## src/rtl/fsc_regs.vh

```
/*
 * constants of the flash status and configure register block: opcodes,
 * status and configure field positions, reset values, cycle counts.
 * assumes it is included once per compile unit by its bare name.
 */
// Behaviour
// - opcode 05 returns low status byte
// - opcode 35 returns high status byte
// - status reads answered even while busy
// - host clocks read; IO1 to IO3 ignored
// - busy flag set during program/erase/write
// - write latch gates status write, program, erase
// - block protect field refuses protected writes
// - block protect changes only outside hardware lock
// - chip erase only when nothing protected
// - guard 00 writes allowed with latch set
// - guard 01 locks when protect pin low, quad off
// - guard 10 locks until power cycle
// - guard 11 locks status permanently
// - quad enable turns pins into data lines
// - otp lock bits set once, never clear
// - complement bit joins block protect selection
// - suspend flags set by suspend, cleared by resume
// - suspend 75/B0 and resume 7A/30 opcodes
// - opcode 15 returns configure byte anytime
// - configure bit 7 dual page, rest reserved
// - dual page picks 256 or 512 page wrap
// - dual page erase wipes 512-byte double page
// - latch cleared at power-up and completions
// - opcode 06 sets latch, 04 clears it
`ifndef FSC_REGS_VH
`define FSC_REGS_VH

`define FSC_OP_RD_STAT_LO   8'h05
`define FSC_OP_RD_STAT_HI   8'h35
`define FSC_OP_RD_CFG       8'h15
`define FSC_OP_WR_STAT      8'h01
`define FSC_OP_WR_CFG       8'h31
`define FSC_OP_WR_EN        8'h06
`define FSC_OP_WR_DIS       8'h04
`define FSC_OP_PAGE_WRITE   8'h02
`define FSC_OP_PAGE_WIPE    8'h81
`define FSC_OP_SECT_WIPE    8'h20
`define FSC_OP_BLK32_WIPE   8'h52
`define FSC_OP_BLK_WIPE     8'hD8
`define FSC_OP_CHIP_WIPE    8'hC7
`define FSC_OP_ERASE_SUSP   8'h75
`define FSC_OP_PROG_SUSP    8'hB0
`define FSC_OP_ERASE_RES    8'h7A
`define FSC_OP_PROG_RES     8'h30
`define FSC_OP_SOFT_RESET   8'h99

`define FSC_ST_BUSY         0
`define FSC_ST_LATCH        1
`define FSC_ST_BP_LO        2
`define FSC_ST_BP_HI        6
`define FSC_ST_GUARD_LO     7
`define FSC_ST_GUARD_HI     8
`define FSC_ST_QUAD         9
`define FSC_ST_PROG_SUSP    10
`define FSC_ST_LOCK_LO      11
`define FSC_ST_LOCK_HI      13
`define FSC_ST_CMP          14
`define FSC_ST_ERASE_SUSP   15
`define FSC_CFG_DUAL_PAGE   7

`define FSC_STATUS_RESET    16'h0000
`define FSC_CONFIG_RESET    8'h00
`define FSC_NV_WR_MASK      16'h7BFC

`define FSC_PAGE_SMALL      10'h100
`define FSC_PAGE_LARGE      10'h200

// busy time of a self-timed status write, in microseconds
`define FSC_T_WRITE_US      2
`define FSC_CLK_MHZ         100
`define FSC_T_WRITE_CYC     (`FSC_T_WRITE_US * `FSC_CLK_MHZ)

`endif

```

## src/rtl/fsc_status_config.v

```verilog
/*
 * status and configure register logic of a serial flash: decodes the
 * opcode on the serial input, answers status and configure reads, keeps
 * the write latch, protect guard, lock, suspend and dual-page state and
 * grants or refuses program and erase requests.
 * assumes the host runs spi mode 0 with sclk well below i_clk / 4; the
 * array engine outside reports busy and completion on i_clk.
 */
`timescale 1ns/100ps
`include "fsc_regs.vh"

module fsc_status_config #(
    parameter T_WRITE_CYC = `FSC_T_WRITE_CYC
) (
    input  wire        i_clk,
    input  wire        i_srst,
    input  wire        i_cs_n,
    input  wire        i_sclk,
    input  wire        i_si,
    input  wire        i_wp_n,
    input  wire        i_power_up,
    input  wire        i_array_busy,
    input  wire        i_array_done,
    input  wire [4:0]  i_target_region,
    output reg         o_so,
    output reg         o_so_oe,
    output reg         o_quad_lines_enable,
    output reg  [9:0]  o_page_size,
    output reg         o_page_wrap_256,
    output reg         o_wipe_double_page,
    output reg         o_array_grant,
    output reg         o_array_refuse,
    output reg  [15:0] o_status,
    output reg  [7:0]  o_config
);

    // *****************************************************************
    // link input synchronisers and edge detection
    // *****************************************************************
    reg [1:0] cs_sync;
    reg [1:0] sclk_sync;
    reg [1:0] si_sync;
    reg [1:0] wp_sync;
    reg       sclk_prev;
    reg       cs_prev;

    always @(posedge i_clk) begin
        if (i_srst) begin
            cs_sync   <= 2'h3;
            sclk_sync <= 2'h0;
            si_sync   <= 2'h0;
            wp_sync   <= 2'h3;
            sclk_prev <= 1'b0;
            cs_prev   <= 1'b1;
        end else begin
            cs_sync   <= {cs_sync[0], i_cs_n};
            sclk_sync <= {sclk_sync[0], i_sclk};
            si_sync   <= {si_sync[0], i_si};
            wp_sync   <= {wp_sync[0], i_wp_n};
            sclk_prev <= sclk_sync[1];
            cs_prev   <= cs_sync[1];
        end
    end

    wire cs_low   = ~cs_sync[1];
    wire sclk_ris = cs_low & sclk_sync[1] & ~sclk_prev;
    wire sclk_fal = cs_low & ~sclk_sync[1] & sclk_prev;
    wire cs_rise  = cs_sync[1] & ~cs_prev;
    // with quad enabled the protect pin is a data line, not a guard
    wire wp_level = o_quad_lines_enable ? 1'b1 : wp_sync[1];

    // *****************************************************************
    // frame shifter
    // *****************************************************************
    reg [7:0]  opcode;
    reg [15:0] data_in;
    reg [5:0]  bit_cnt;
    reg [7:0]  shift_out;
    reg [2:0]  out_cnt;
    reg        reading;

    // only io0 is sampled; io1 to io3 play no part in a read
    always @(posedge i_clk) begin
        if (i_srst | cs_rise) begin
            opcode  <= 8'h00;
            data_in <= 16'h0000;
            bit_cnt <= 6'h00;
        end else if (sclk_ris) begin
            if (bit_cnt < 6'h08) begin
                opcode <= {opcode[6:0], si_sync[1]};
            end else begin
                data_in <= {data_in[14:0], si_sync[1]};
            end
            if (bit_cnt != 6'h3F) begin
                bit_cnt <= bit_cnt + 6'h01;
            end
        end
    end

    wire op_ready = (bit_cnt == 6'h08);

    reg [7:0] read_byte;
    always @* begin
        case (opcode)
            `FSC_OP_RD_STAT_LO: read_byte = o_status[7:0];
            `FSC_OP_RD_STAT_HI: read_byte = o_status[15:8];
            `FSC_OP_RD_CFG:     read_byte = o_config;
            default:            read_byte = 8'h00;
        endcase
    end

    wire is_read = (opcode == `FSC_OP_RD_STAT_LO) |
                   (opcode == `FSC_OP_RD_STAT_HI) |
                   (opcode == `FSC_OP_RD_CFG);

    // reads never look at busy, so they are answered mid-operation
    always @(posedge i_clk) begin
        if (i_srst | ~cs_low) begin
            reading   <= 1'b0;
            shift_out <= 8'h00;
            out_cnt   <= 3'h0;
            o_so      <= 1'b0;
            o_so_oe   <= 1'b0;
        end else if (sclk_fal & op_ready & ~reading & is_read) begin
            reading   <= 1'b1;
            o_so_oe   <= 1'b1;
            o_so      <= read_byte[7];
            shift_out <= {read_byte[6:0], 1'b0};
            out_cnt   <= 3'h1;
        end else if (sclk_fal & reading) begin
            // each new byte re-samples live state, msb first
            if (out_cnt == 3'h0) begin
                o_so      <= read_byte[7];
                shift_out <= {read_byte[6:0], 1'b0};
            end else begin
                o_so      <= shift_out[7];
                shift_out <= {shift_out[6:0], 1'b0};
            end
            out_cnt <= out_cnt + 3'h1;
        end
    end

    // *****************************************************************
    // protection decode
    // *****************************************************************
    wire [1:0] guard = {o_status[`FSC_ST_GUARD_HI],
                        o_status[`FSC_ST_GUARD_LO]};
    wire [4:0] bp    = o_status[`FSC_ST_BP_HI:`FSC_ST_BP_LO];
    wire       cmpl  = o_status[`FSC_ST_CMP];
    wire       latch = o_status[`FSC_ST_LATCH];
    wire       busy  = o_status[`FSC_ST_BUSY];

    reg sr_locked;
    always @* begin
        case (guard)
            2'h0:    sr_locked = 1'b0;
            2'h1:    sr_locked = ~wp_level;
            2'h2:    sr_locked = 1'b1;
            2'h3:    sr_locked = 1'b1;
            default: sr_locked = 1'b1;
        endcase
    end

    // the region map is simplified: the target's region code is
    // compared against the field, complement flips the sense
    wire in_field  = (bp != 5'h00) & (i_target_region <= bp);
    wire protected_hit = cmpl ? ~in_field : in_field;
    wire none_protected = cmpl ? 1'b0 : (bp == 5'h00);

    // *****************************************************************
    // command execution at chip-select release
    // *****************************************************************
    wire whole_op = cs_rise & (bit_cnt == 6'h08);
    wire sr_len_ok = (bit_cnt == 6'h10) | (bit_cnt == 6'h18);
    wire is_wipe = (opcode == `FSC_OP_PAGE_WRITE) |
                   (opcode == `FSC_OP_PAGE_WIPE) |
                   (opcode == `FSC_OP_SECT_WIPE) |
                   (opcode == `FSC_OP_BLK32_WIPE) |
                   (opcode == `FSC_OP_BLK_WIPE);
    wire is_chip = (opcode == `FSC_OP_CHIP_WIPE);
    wire arr_req = cs_rise & (bit_cnt >= 6'h08) & (is_wipe | is_chip) & ~busy;
    wire arr_ok  = latch & (is_chip ? none_protected : ~protected_hit);

    wire wr_stat = cs_rise & sr_len_ok & ~busy & latch & ~sr_locked &
                   (opcode == `FSC_OP_WR_STAT);
    wire wr_cfg  = cs_rise & (bit_cnt == 6'h10) & ~busy & latch &
                   (opcode == `FSC_OP_WR_CFG);
    wire [15:0] new_sr = (bit_cnt == 6'h10) ? {8'h00, data_in[7:0]} :
                         {data_in[7:0], data_in[15:8]};

    reg [31:0] wr_timer;
    reg        sr_writing;

    // non-volatile part of status plus the volatile flags
    always @(posedge i_clk) begin
        if (i_srst) begin
            o_status       <= `FSC_STATUS_RESET;
            o_config       <= `FSC_CONFIG_RESET;
            wr_timer       <= 32'h0;
            sr_writing     <= 1'b0;
            o_array_grant  <= 1'b0;
            o_array_refuse <= 1'b0;
        end else begin
            o_array_grant  <= arr_req & arr_ok;
            o_array_refuse <= arr_req & ~arr_ok;
            o_status[`FSC_ST_BUSY] <= i_array_busy | sr_writing;
            if (i_power_up) begin
                // guard 10 drops back to 00 at a power cycle
                if (guard == 2'h2) begin
                    o_status[`FSC_ST_GUARD_HI] <= 1'b0;
                    o_status[`FSC_ST_GUARD_LO] <= 1'b0;
                end
                o_status[`FSC_ST_LATCH]      <= 1'b0;
                o_status[`FSC_ST_ERASE_SUSP] <= 1'b0;
                o_status[`FSC_ST_PROG_SUSP]  <= 1'b0;
            end else begin
                if (wr_stat) begin
                    sr_writing <= 1'b1;
                    wr_timer   <= T_WRITE_CYC;
                    o_status[`FSC_ST_GUARD_LO] <= new_sr[7];
                    o_status[`FSC_ST_GUARD_HI] <= new_sr[8];
                    o_status[`FSC_ST_QUAD]     <= new_sr[9];
                    o_status[`FSC_ST_CMP]      <= new_sr[14];
                    // sr_locked already bars the hardware-protected case
                    o_status[`FSC_ST_BP_HI:`FSC_ST_BP_LO] <=
                        new_sr[6:2];
                    // lock bits only ever gain ones
                    o_status[`FSC_ST_LOCK_HI:`FSC_ST_LOCK_LO] <=
                        o_status[`FSC_ST_LOCK_HI:`FSC_ST_LOCK_LO] |
                        new_sr[13:11];
                end else if (wr_cfg) begin
                    sr_writing <= 1'b1;
                    wr_timer   <= T_WRITE_CYC;
                    o_config   <= {data_in[7], 7'h00};
                end else if (sr_writing) begin
                    if (wr_timer == 32'h1) begin
                        sr_writing <= 1'b0;
                        o_status[`FSC_ST_LATCH] <= 1'b0;
                    end
                    wr_timer <= wr_timer - 32'h1;
                end
                // completion clears the latch first so that a write
                // enable decoded in the same cycle wins
                if (i_array_done) begin
                    o_status[`FSC_ST_LATCH] <= 1'b0;
                end
                if (whole_op) begin
                    case (opcode)
                        `FSC_OP_WR_EN:
                            o_status[`FSC_ST_LATCH] <= 1'b1;
                        `FSC_OP_WR_DIS, `FSC_OP_SOFT_RESET:
                            o_status[`FSC_ST_LATCH] <= 1'b0;
                        `FSC_OP_ERASE_SUSP:
                            o_status[`FSC_ST_ERASE_SUSP] <= 1'b1;
                        `FSC_OP_PROG_SUSP:
                            o_status[`FSC_ST_PROG_SUSP] <= 1'b1;
                        `FSC_OP_ERASE_RES, `FSC_OP_PROG_RES: begin
                            o_status[`FSC_ST_ERASE_SUSP] <= 1'b0;
                            o_status[`FSC_ST_PROG_SUSP]  <= 1'b0;
                        end
                        default: ;
                    endcase
                end
            end
        end
    end

    // *****************************************************************
    // derived outputs
    // *****************************************************************
    always @(posedge i_clk) begin
        if (i_srst) begin
            o_quad_lines_enable <= 1'b0;
            o_page_size         <= `FSC_PAGE_SMALL;
            o_page_wrap_256     <= 1'b1;
            o_wipe_double_page  <= 1'b0;
        end else begin
            o_quad_lines_enable <= o_status[`FSC_ST_QUAD];
            o_page_size <= o_config[`FSC_CFG_DUAL_PAGE] ?
                           `FSC_PAGE_LARGE : `FSC_PAGE_SMALL;
            o_page_wrap_256    <= ~o_config[`FSC_CFG_DUAL_PAGE];
            o_wipe_double_page <= o_config[`FSC_CFG_DUAL_PAGE];
        end
    end

endmodule // fsc_status_config

```

## config.mk

```make
export PLATFORM = sky130hd
export DESIGN_NAME = fsc_status_config
export DESIGN_NICKNAME = d
export VERILOG_FILES = /design/src/rtl/fsc_status_config.v
export VERILOG_INCLUDE_DIRS = /design/src /design/src/rtl
export SDC_FILE = /design/constraint.sdc
export NUM_CORES = 1
export LEC_CHECK = 0
export BUFFER_PORTS_ARGS = -buffer_cell sky130_fd_sc_hd__buf_2
export CORE_MARGIN = 5
export CORE_UTILIZATION = 60
export CTS_CLUSTER_DIAMETER = 60
export DETAILED_ROUTE_END_ITERATION = 10
export PLACE_DENSITY = 0.82
export SYNTH_ARGS = -nofsm -noshare
export SYNTH_HDL_FRONTEND = slang
export SYNTH_SLANG_ARGS = --single-unit
```

## constraint.sdc

```tcl
create_clock -name i_clk -period 5.6 [get_ports i_clk]
set_input_delay 0 -clock i_clk [delete_from_list [all_inputs] [get_ports i_clk]]
set_output_delay 0 -clock i_clk [all_outputs]
set_load 0.01 [all_outputs]
```

[Word-level counts from Yosys, hierarchy flattened]
Cells that the tools add are included.
Word-level totals
  register bits after elaboration: 118
  logic and storage cells: 174
  input port bits: 14
Operators by class
  reduce and logical (&&, ||, !) cells: 23
  $add $sub $neg: 3
  order comparisons: 3
  mux-type cells: 35
  bitwise logic cells: 53
  equality and inequality tests: 27
Operators with widths (count)
  $mux 32: 3
  $eq 8x8->1 const B: 5
  $eq 32x1->1 const B: 1
  $eq 8x6->1 const B: 4
  $sub 32x1->32 const B: 1
  $and 1x1->1: 26
  $eq 8x3->1 const B: 3
  $eq 8x7->1 const B: 3
  $mux 8: 3
  $pmux 8 s3: 1
  $mux 1: 19
  $reduce_and 2->1: 8
  $mux 15: 1
  $not 1->1: 15
  $eq 6x5->1 const B: 2
  $or 1x1->1: 11
  $mux 10: 1
  $reduce_or 2->1: 5
  $eq 8x1->1 const B: 1
  $eq 8x2->1 const B: 1
  $eq 8x5->1 const B: 1
  $reduce_bool 2->1: 4
  $mux 7: 1
  $add 6x1->6 const B: 1
  19 further kinds: 23

[Logic depth before layout (Yosys ltp)]
  word-level depth: 11
  mapped depth: 10
  gate-level depth less buffers: 8

[Worst setup path after synthesis]
No wires, ideal clock.
  path type: register to register
  from: reg bit_cnt[0]
  to: reg o_so
  clock period less this slack: 2.370 ns
  data arrival time: 2.296 ns
  buffers on the path: 1
  slack: 3.230 ns
  setup time: 0.074 ns
  cell stages (with the launch flop): 9
  cell sequence: dfxtp_1 inv_1 ha_1 or3b_2 or2_2 o32a_1 buf_2 or3_1 a31oi_1
On the way
  cells in the longest elaborated chain, start to end: 5
  elaborated cells on any way between the ends: 6
RTL lines
  from (decl): line fsc_status_config.v:77  | reg [5:0] bit_cnt;
  from (signal assigned): line fsc_status_config.v:95  | bit_cnt <= bit_cnt + 6'h01;
  $eq 6x4->1 (*): line fsc_status_config.v:100  | wire op_ready = (bit_cnt == 6'h08);
  $and 1x1->1 (*) (3 in series): line fsc_status_config.v:124  | end else if (sclk_fal & op_ready & ~reading & is_read) begin
  $mux 1 / $reduce_bool 2->1 (equally long branches)
  to (signal assigned): line fsc_status_config.v:127  | o_so <= read_byte[7];
  to (signal assigned): line fsc_status_config.v:133  | o_so <= read_byte[7];
  to (signal assigned): line fsc_status_config.v:136  | o_so <= shift_out[7];
  to (decl): line fsc_status_config.v:25  | output reg o_so,
Mark *: on every way between the ends. The rest lies on a longest branch, timed or not.
A chain may end at the register's enable or synchronous reset.

[Worst setup path after layout]
  from: reg opcode[4]
  to: reg wr_timer[25]
On the way
  cells in the longest elaborated chain, start to end: 4
  elaborated cells on any way between the ends: 8
RTL lines
  from (decl): line fsc_status_config.v:75  | reg [7:0] opcode;
  from (signal assigned): line fsc_status_config.v:90  | opcode <= {opcode[6:0], si_sync[1]};
  $eq 8x1->1 (no source line) / $eq 8x6->1 (equally long branches)
  $and 1x1->1 (on tied branches): line fsc_status_config.v:184, fsc_status_config.v:186
  $reduce_bool 3->1 (no source line) / $mux 32 (equally long branches)
  $reduce_and 2->1 (no source line) / $mux 32 (equally long branches)
  to (signal assigned): line fsc_status_config.v:240  | wr_timer <= wr_timer - 32'h1;
  to (decl): line fsc_status_config.v:191  | reg [31:0] wr_timer;
Several ways; a longest one is shown, not always the timed one.

==> key figures <==
Synth
  – Most area-consuming cells after synthesis: dfxtp_1 (42%), nor2_1 (5.7%), a21oi_1 (5.0%), nand2_1 (4.4%), xor2_1 (4.3%)
  – Area share of the largest cell type after synthesis: 0.417
  – Predominant post-synthesis flop cell: dfxtp_1
  – Syn_area_per_cell: 8.31 sq um
  – Top-count cell post-synth: dfxtp_1
  – Number of synthesized flops with an enable pin: 0
  – Post-Syn Area: 0.00514 sq mm
  – Synth warn: 0
  – Cell taking the most area after synthesis: dfxtp_1
  – FF+latch count, synth: 107
  – Share of synthesized flip-flops with an asynchronous set or reset: 0
  – Post-synthesis sequential area ratio: 0.417
  – Mapped Cells: 618
  – Commonest cells post-synth: dfxtp_1 (107), nor2_1 (78), nand2_1 (60), a21oi_1 (51), xor2_1 (25)
  – Cell variety after synth: 56

Worst setup path
  – R2R cell count: 7
  – Critical Path End: wr_timer[25]
  – Crit. End Element: flop
  – WP data arrival: 3.39 ns
  – Worst path required time: 5.88 ns
  – Kind of critical path: flop to flop
  – CP max stage cell: a21oi_2
  – Worst-path fanout max: 23
  – Critical Path Source Type: flop
  – Flop-to-flop setup slack: 2.49 ns
  – RR Endpoint: wr_timer[25]
  – R2R Path Start: opcode[4]
  – CP max stage delay: 0.87 ns
  – Crit path launch: opcode[4]
  – Worst path cell trace: nor4bb_1, buf_4, nand4bb_1, a21oi_2, o211ai_4, or4_1, a21oi_1

Timing
  – Period minus WS final: 3.11 ns
  – Setup Viol. Count Final: 0
  – Tightest Pin Transition: 1.10 ns
  – Fin. max-slew vios: 0
  – Fmax: 322 MHz
  – Slew margin rel.: 0.264
  – Worst hold slack: 0.0192 ns
  – Final Hold Vio Count: 0
  – Tcrit/Tclk final: 0.555
  – Clk_skew: 0.0139 ns
  – Worst setup margin: 2.49 ns
  – RSZ-0062 raised after global routing: no
  – Setup_tns: 0 ns

Global route
  – First-pass GRT wire length: 20.0 mm
  – Total grt overflow: 0
  – Largest net degree at the start of global routing: 38
  – Total GRT Usage: 0.236
  – Initial antenna violation count: 0
  – Vias in the first global route: 4291

Power and ir drop
  – Overall power: 1.27 mW
  – VDD IR max: 0.000191 V
  – PwrDens: 230 mW/mm^2
  – Leakage: 1.97 nW

Final layout
  – Share of layout cells above drive strength 1: 0.121
  – Non-filler cells, final: 751
  – Storage element area: 0.00214 sq mm
  – Util after Layout: 0.666
  – Nets: 667
  – Ant diodes: 0
  – Area Overhead vs Synth: 7.62%
  – # fillers: 701
  – Design Area, Final: 0.00553 sq mm
  – Multi-input logic area: 0.00270 sq mm

Clock tree
  – H-tree Lvls: 3
  – CTS sink count: 107
  – Clk slew on worst S/H paths: 0.10 ns
  – Root buffer cell: clkbuf_8
  – CTS buffer count: 9
  – Post-CTS setup buffer count: 0
  – Clock Latency Late Sink: 0.36 ns
  – CTS tree: yes
  – Deepest clock path buffer count: 2
  – Post-CTS sizing: 0

Route
  – Metal-1 WL: 5.16 mm
  – Uppermost layer routed: met4
  – DR vias: 4423
  – Wire per inst: 15.8 microns
  – DRC Markers: 0
  – Via-per-instance ratio: 5.89
  – DRT Pass-1 Iters: 5
  – DR iter-0 viols: 365
  – Antenna Nets Post-Route: 0
  – Post-Route WL: 11.9 mm
  – WL met2: 5.88 mm
  – Met3 wire len: 613 microns

Placement
  – Placer congestion estimate: 0.863
  – IO buf count: 39
  – Pre-CTS setup slack: 2.58 ns
  – Dpl cells: 730
  – DP Area: 0.00528 sq mm
  – Dpl hpwl: 8.34 mm

Floorplanning
  – Initial Utilization: 0.619
  – IO Count: 55
  – Site row count: 33
  – Chip width: 103 microns
  – Core Area: 0.00830 sq mm
  – Height of the die: 103 microns
  – Total Die Area: 0.0105 sq mm

Flow run
  – Max-Cap Viols: 0

Outcome
  – Status: complete, no violations

Min path
  – Tightest Hold Check Type: input pin to flop
## timing repair
action	4_1_cts	5_1_grt
hold buffers	6	0
endpoints found under the setup margin	0	0
endpoints found under the hold margin	8	0
## report_power, final
part | total [mW] | internal [mW] | leakage [nW] | switching [mW]
Clock | 0.468 | 0.217 | 0.0954 | 0.251
Combinational | 0.0380 | 0.0133 | 1.01 | 0.0247
Sequential | 0.766 | 0.764 | 0.864 | 0.00254
## worst min-delay path by stage
stage                       startpoint           to  slack (ns)  cells after the start
final                     i_array_done  o_status[1]        0.02                      4
after global routing      i_array_done  o_status[1]        0.04                      4
after global placement          i_cs_n   cs_sync[0]        0.18                      2
after CTS                 i_array_done  o_status[1]       0.008                      4
after detailed placement        i_wp_n   wp_sync[0]        0.19                      2
after floorplan             i_power_up  o_status[1]        0.08                      1
## placed cells by master, fill, tap and decap left out, types with 10 or more instances in the layout
cell      instances
conb_1           15
nand2_1          60
nor2b_1          11
a21oi_1          51
inv_1            21
buf_2            39
xor2_1           25
or3_1            12
nand3_1          15
o21ai_0          22
nor3_1           16
ha_1             11
nor2_1           78
dfxtp_1         107
clkbuf_8         10
o211ai_1         11
## per-layer routing
metal / global-route usage / vias up
met3: 0.0352 / 27
met4: 0.0706 / 0
met5: 0 / -
met2: 0.404 / 147
met1: 0.309 / 2084
li1: - / 2165
## cell families after synthesis
kind of cell / synth area share
simple gates: 0.260
other cells: 0.000730
fa+ha+maj: 0.0268
compound gates: 0.154
mux: 0.0180
buf+inv: 0.0680
xor+xnor: 0.0563
flops: 0.417
## registers in the layout (all words and copies together) (netlist names)
signal and cells:
wr_timer 32, data_in 16, o_status 16, opcode 8
shift_out 7, bit_cnt 6, out_cnt 3, cs_sync 2
sclk_sync 2, si_sync 2, wp_sync 2, cs_prev 1
o_array_grant 1, o_array_refuse 1, o_config 1, o_page_size 1
o_quad_lines_enable 1, o_so 1, o_wipe_double_page 1, reading 1
sclk_prev 1, sr_writing 1
## final cells by class
class,instances,area share
clock buffer,11,0.0256
clock inverter,4,0.00928
inverter,21,0.0143
multi-input combinational,454,0.488
sequential,107,0.387
tap,105,0.0238
timing repair buffer,49,0.0516
## worst max-delay path: cells and delay by family (launching register included)
family	cells	cell delay, ns
buffers and inverters	1	0.20
and+or+nand+nor	3	1.06
DFF	1	0.53
AOI/OAI and AO/OA	3	1.24
(Power assumes the default switching activity.)
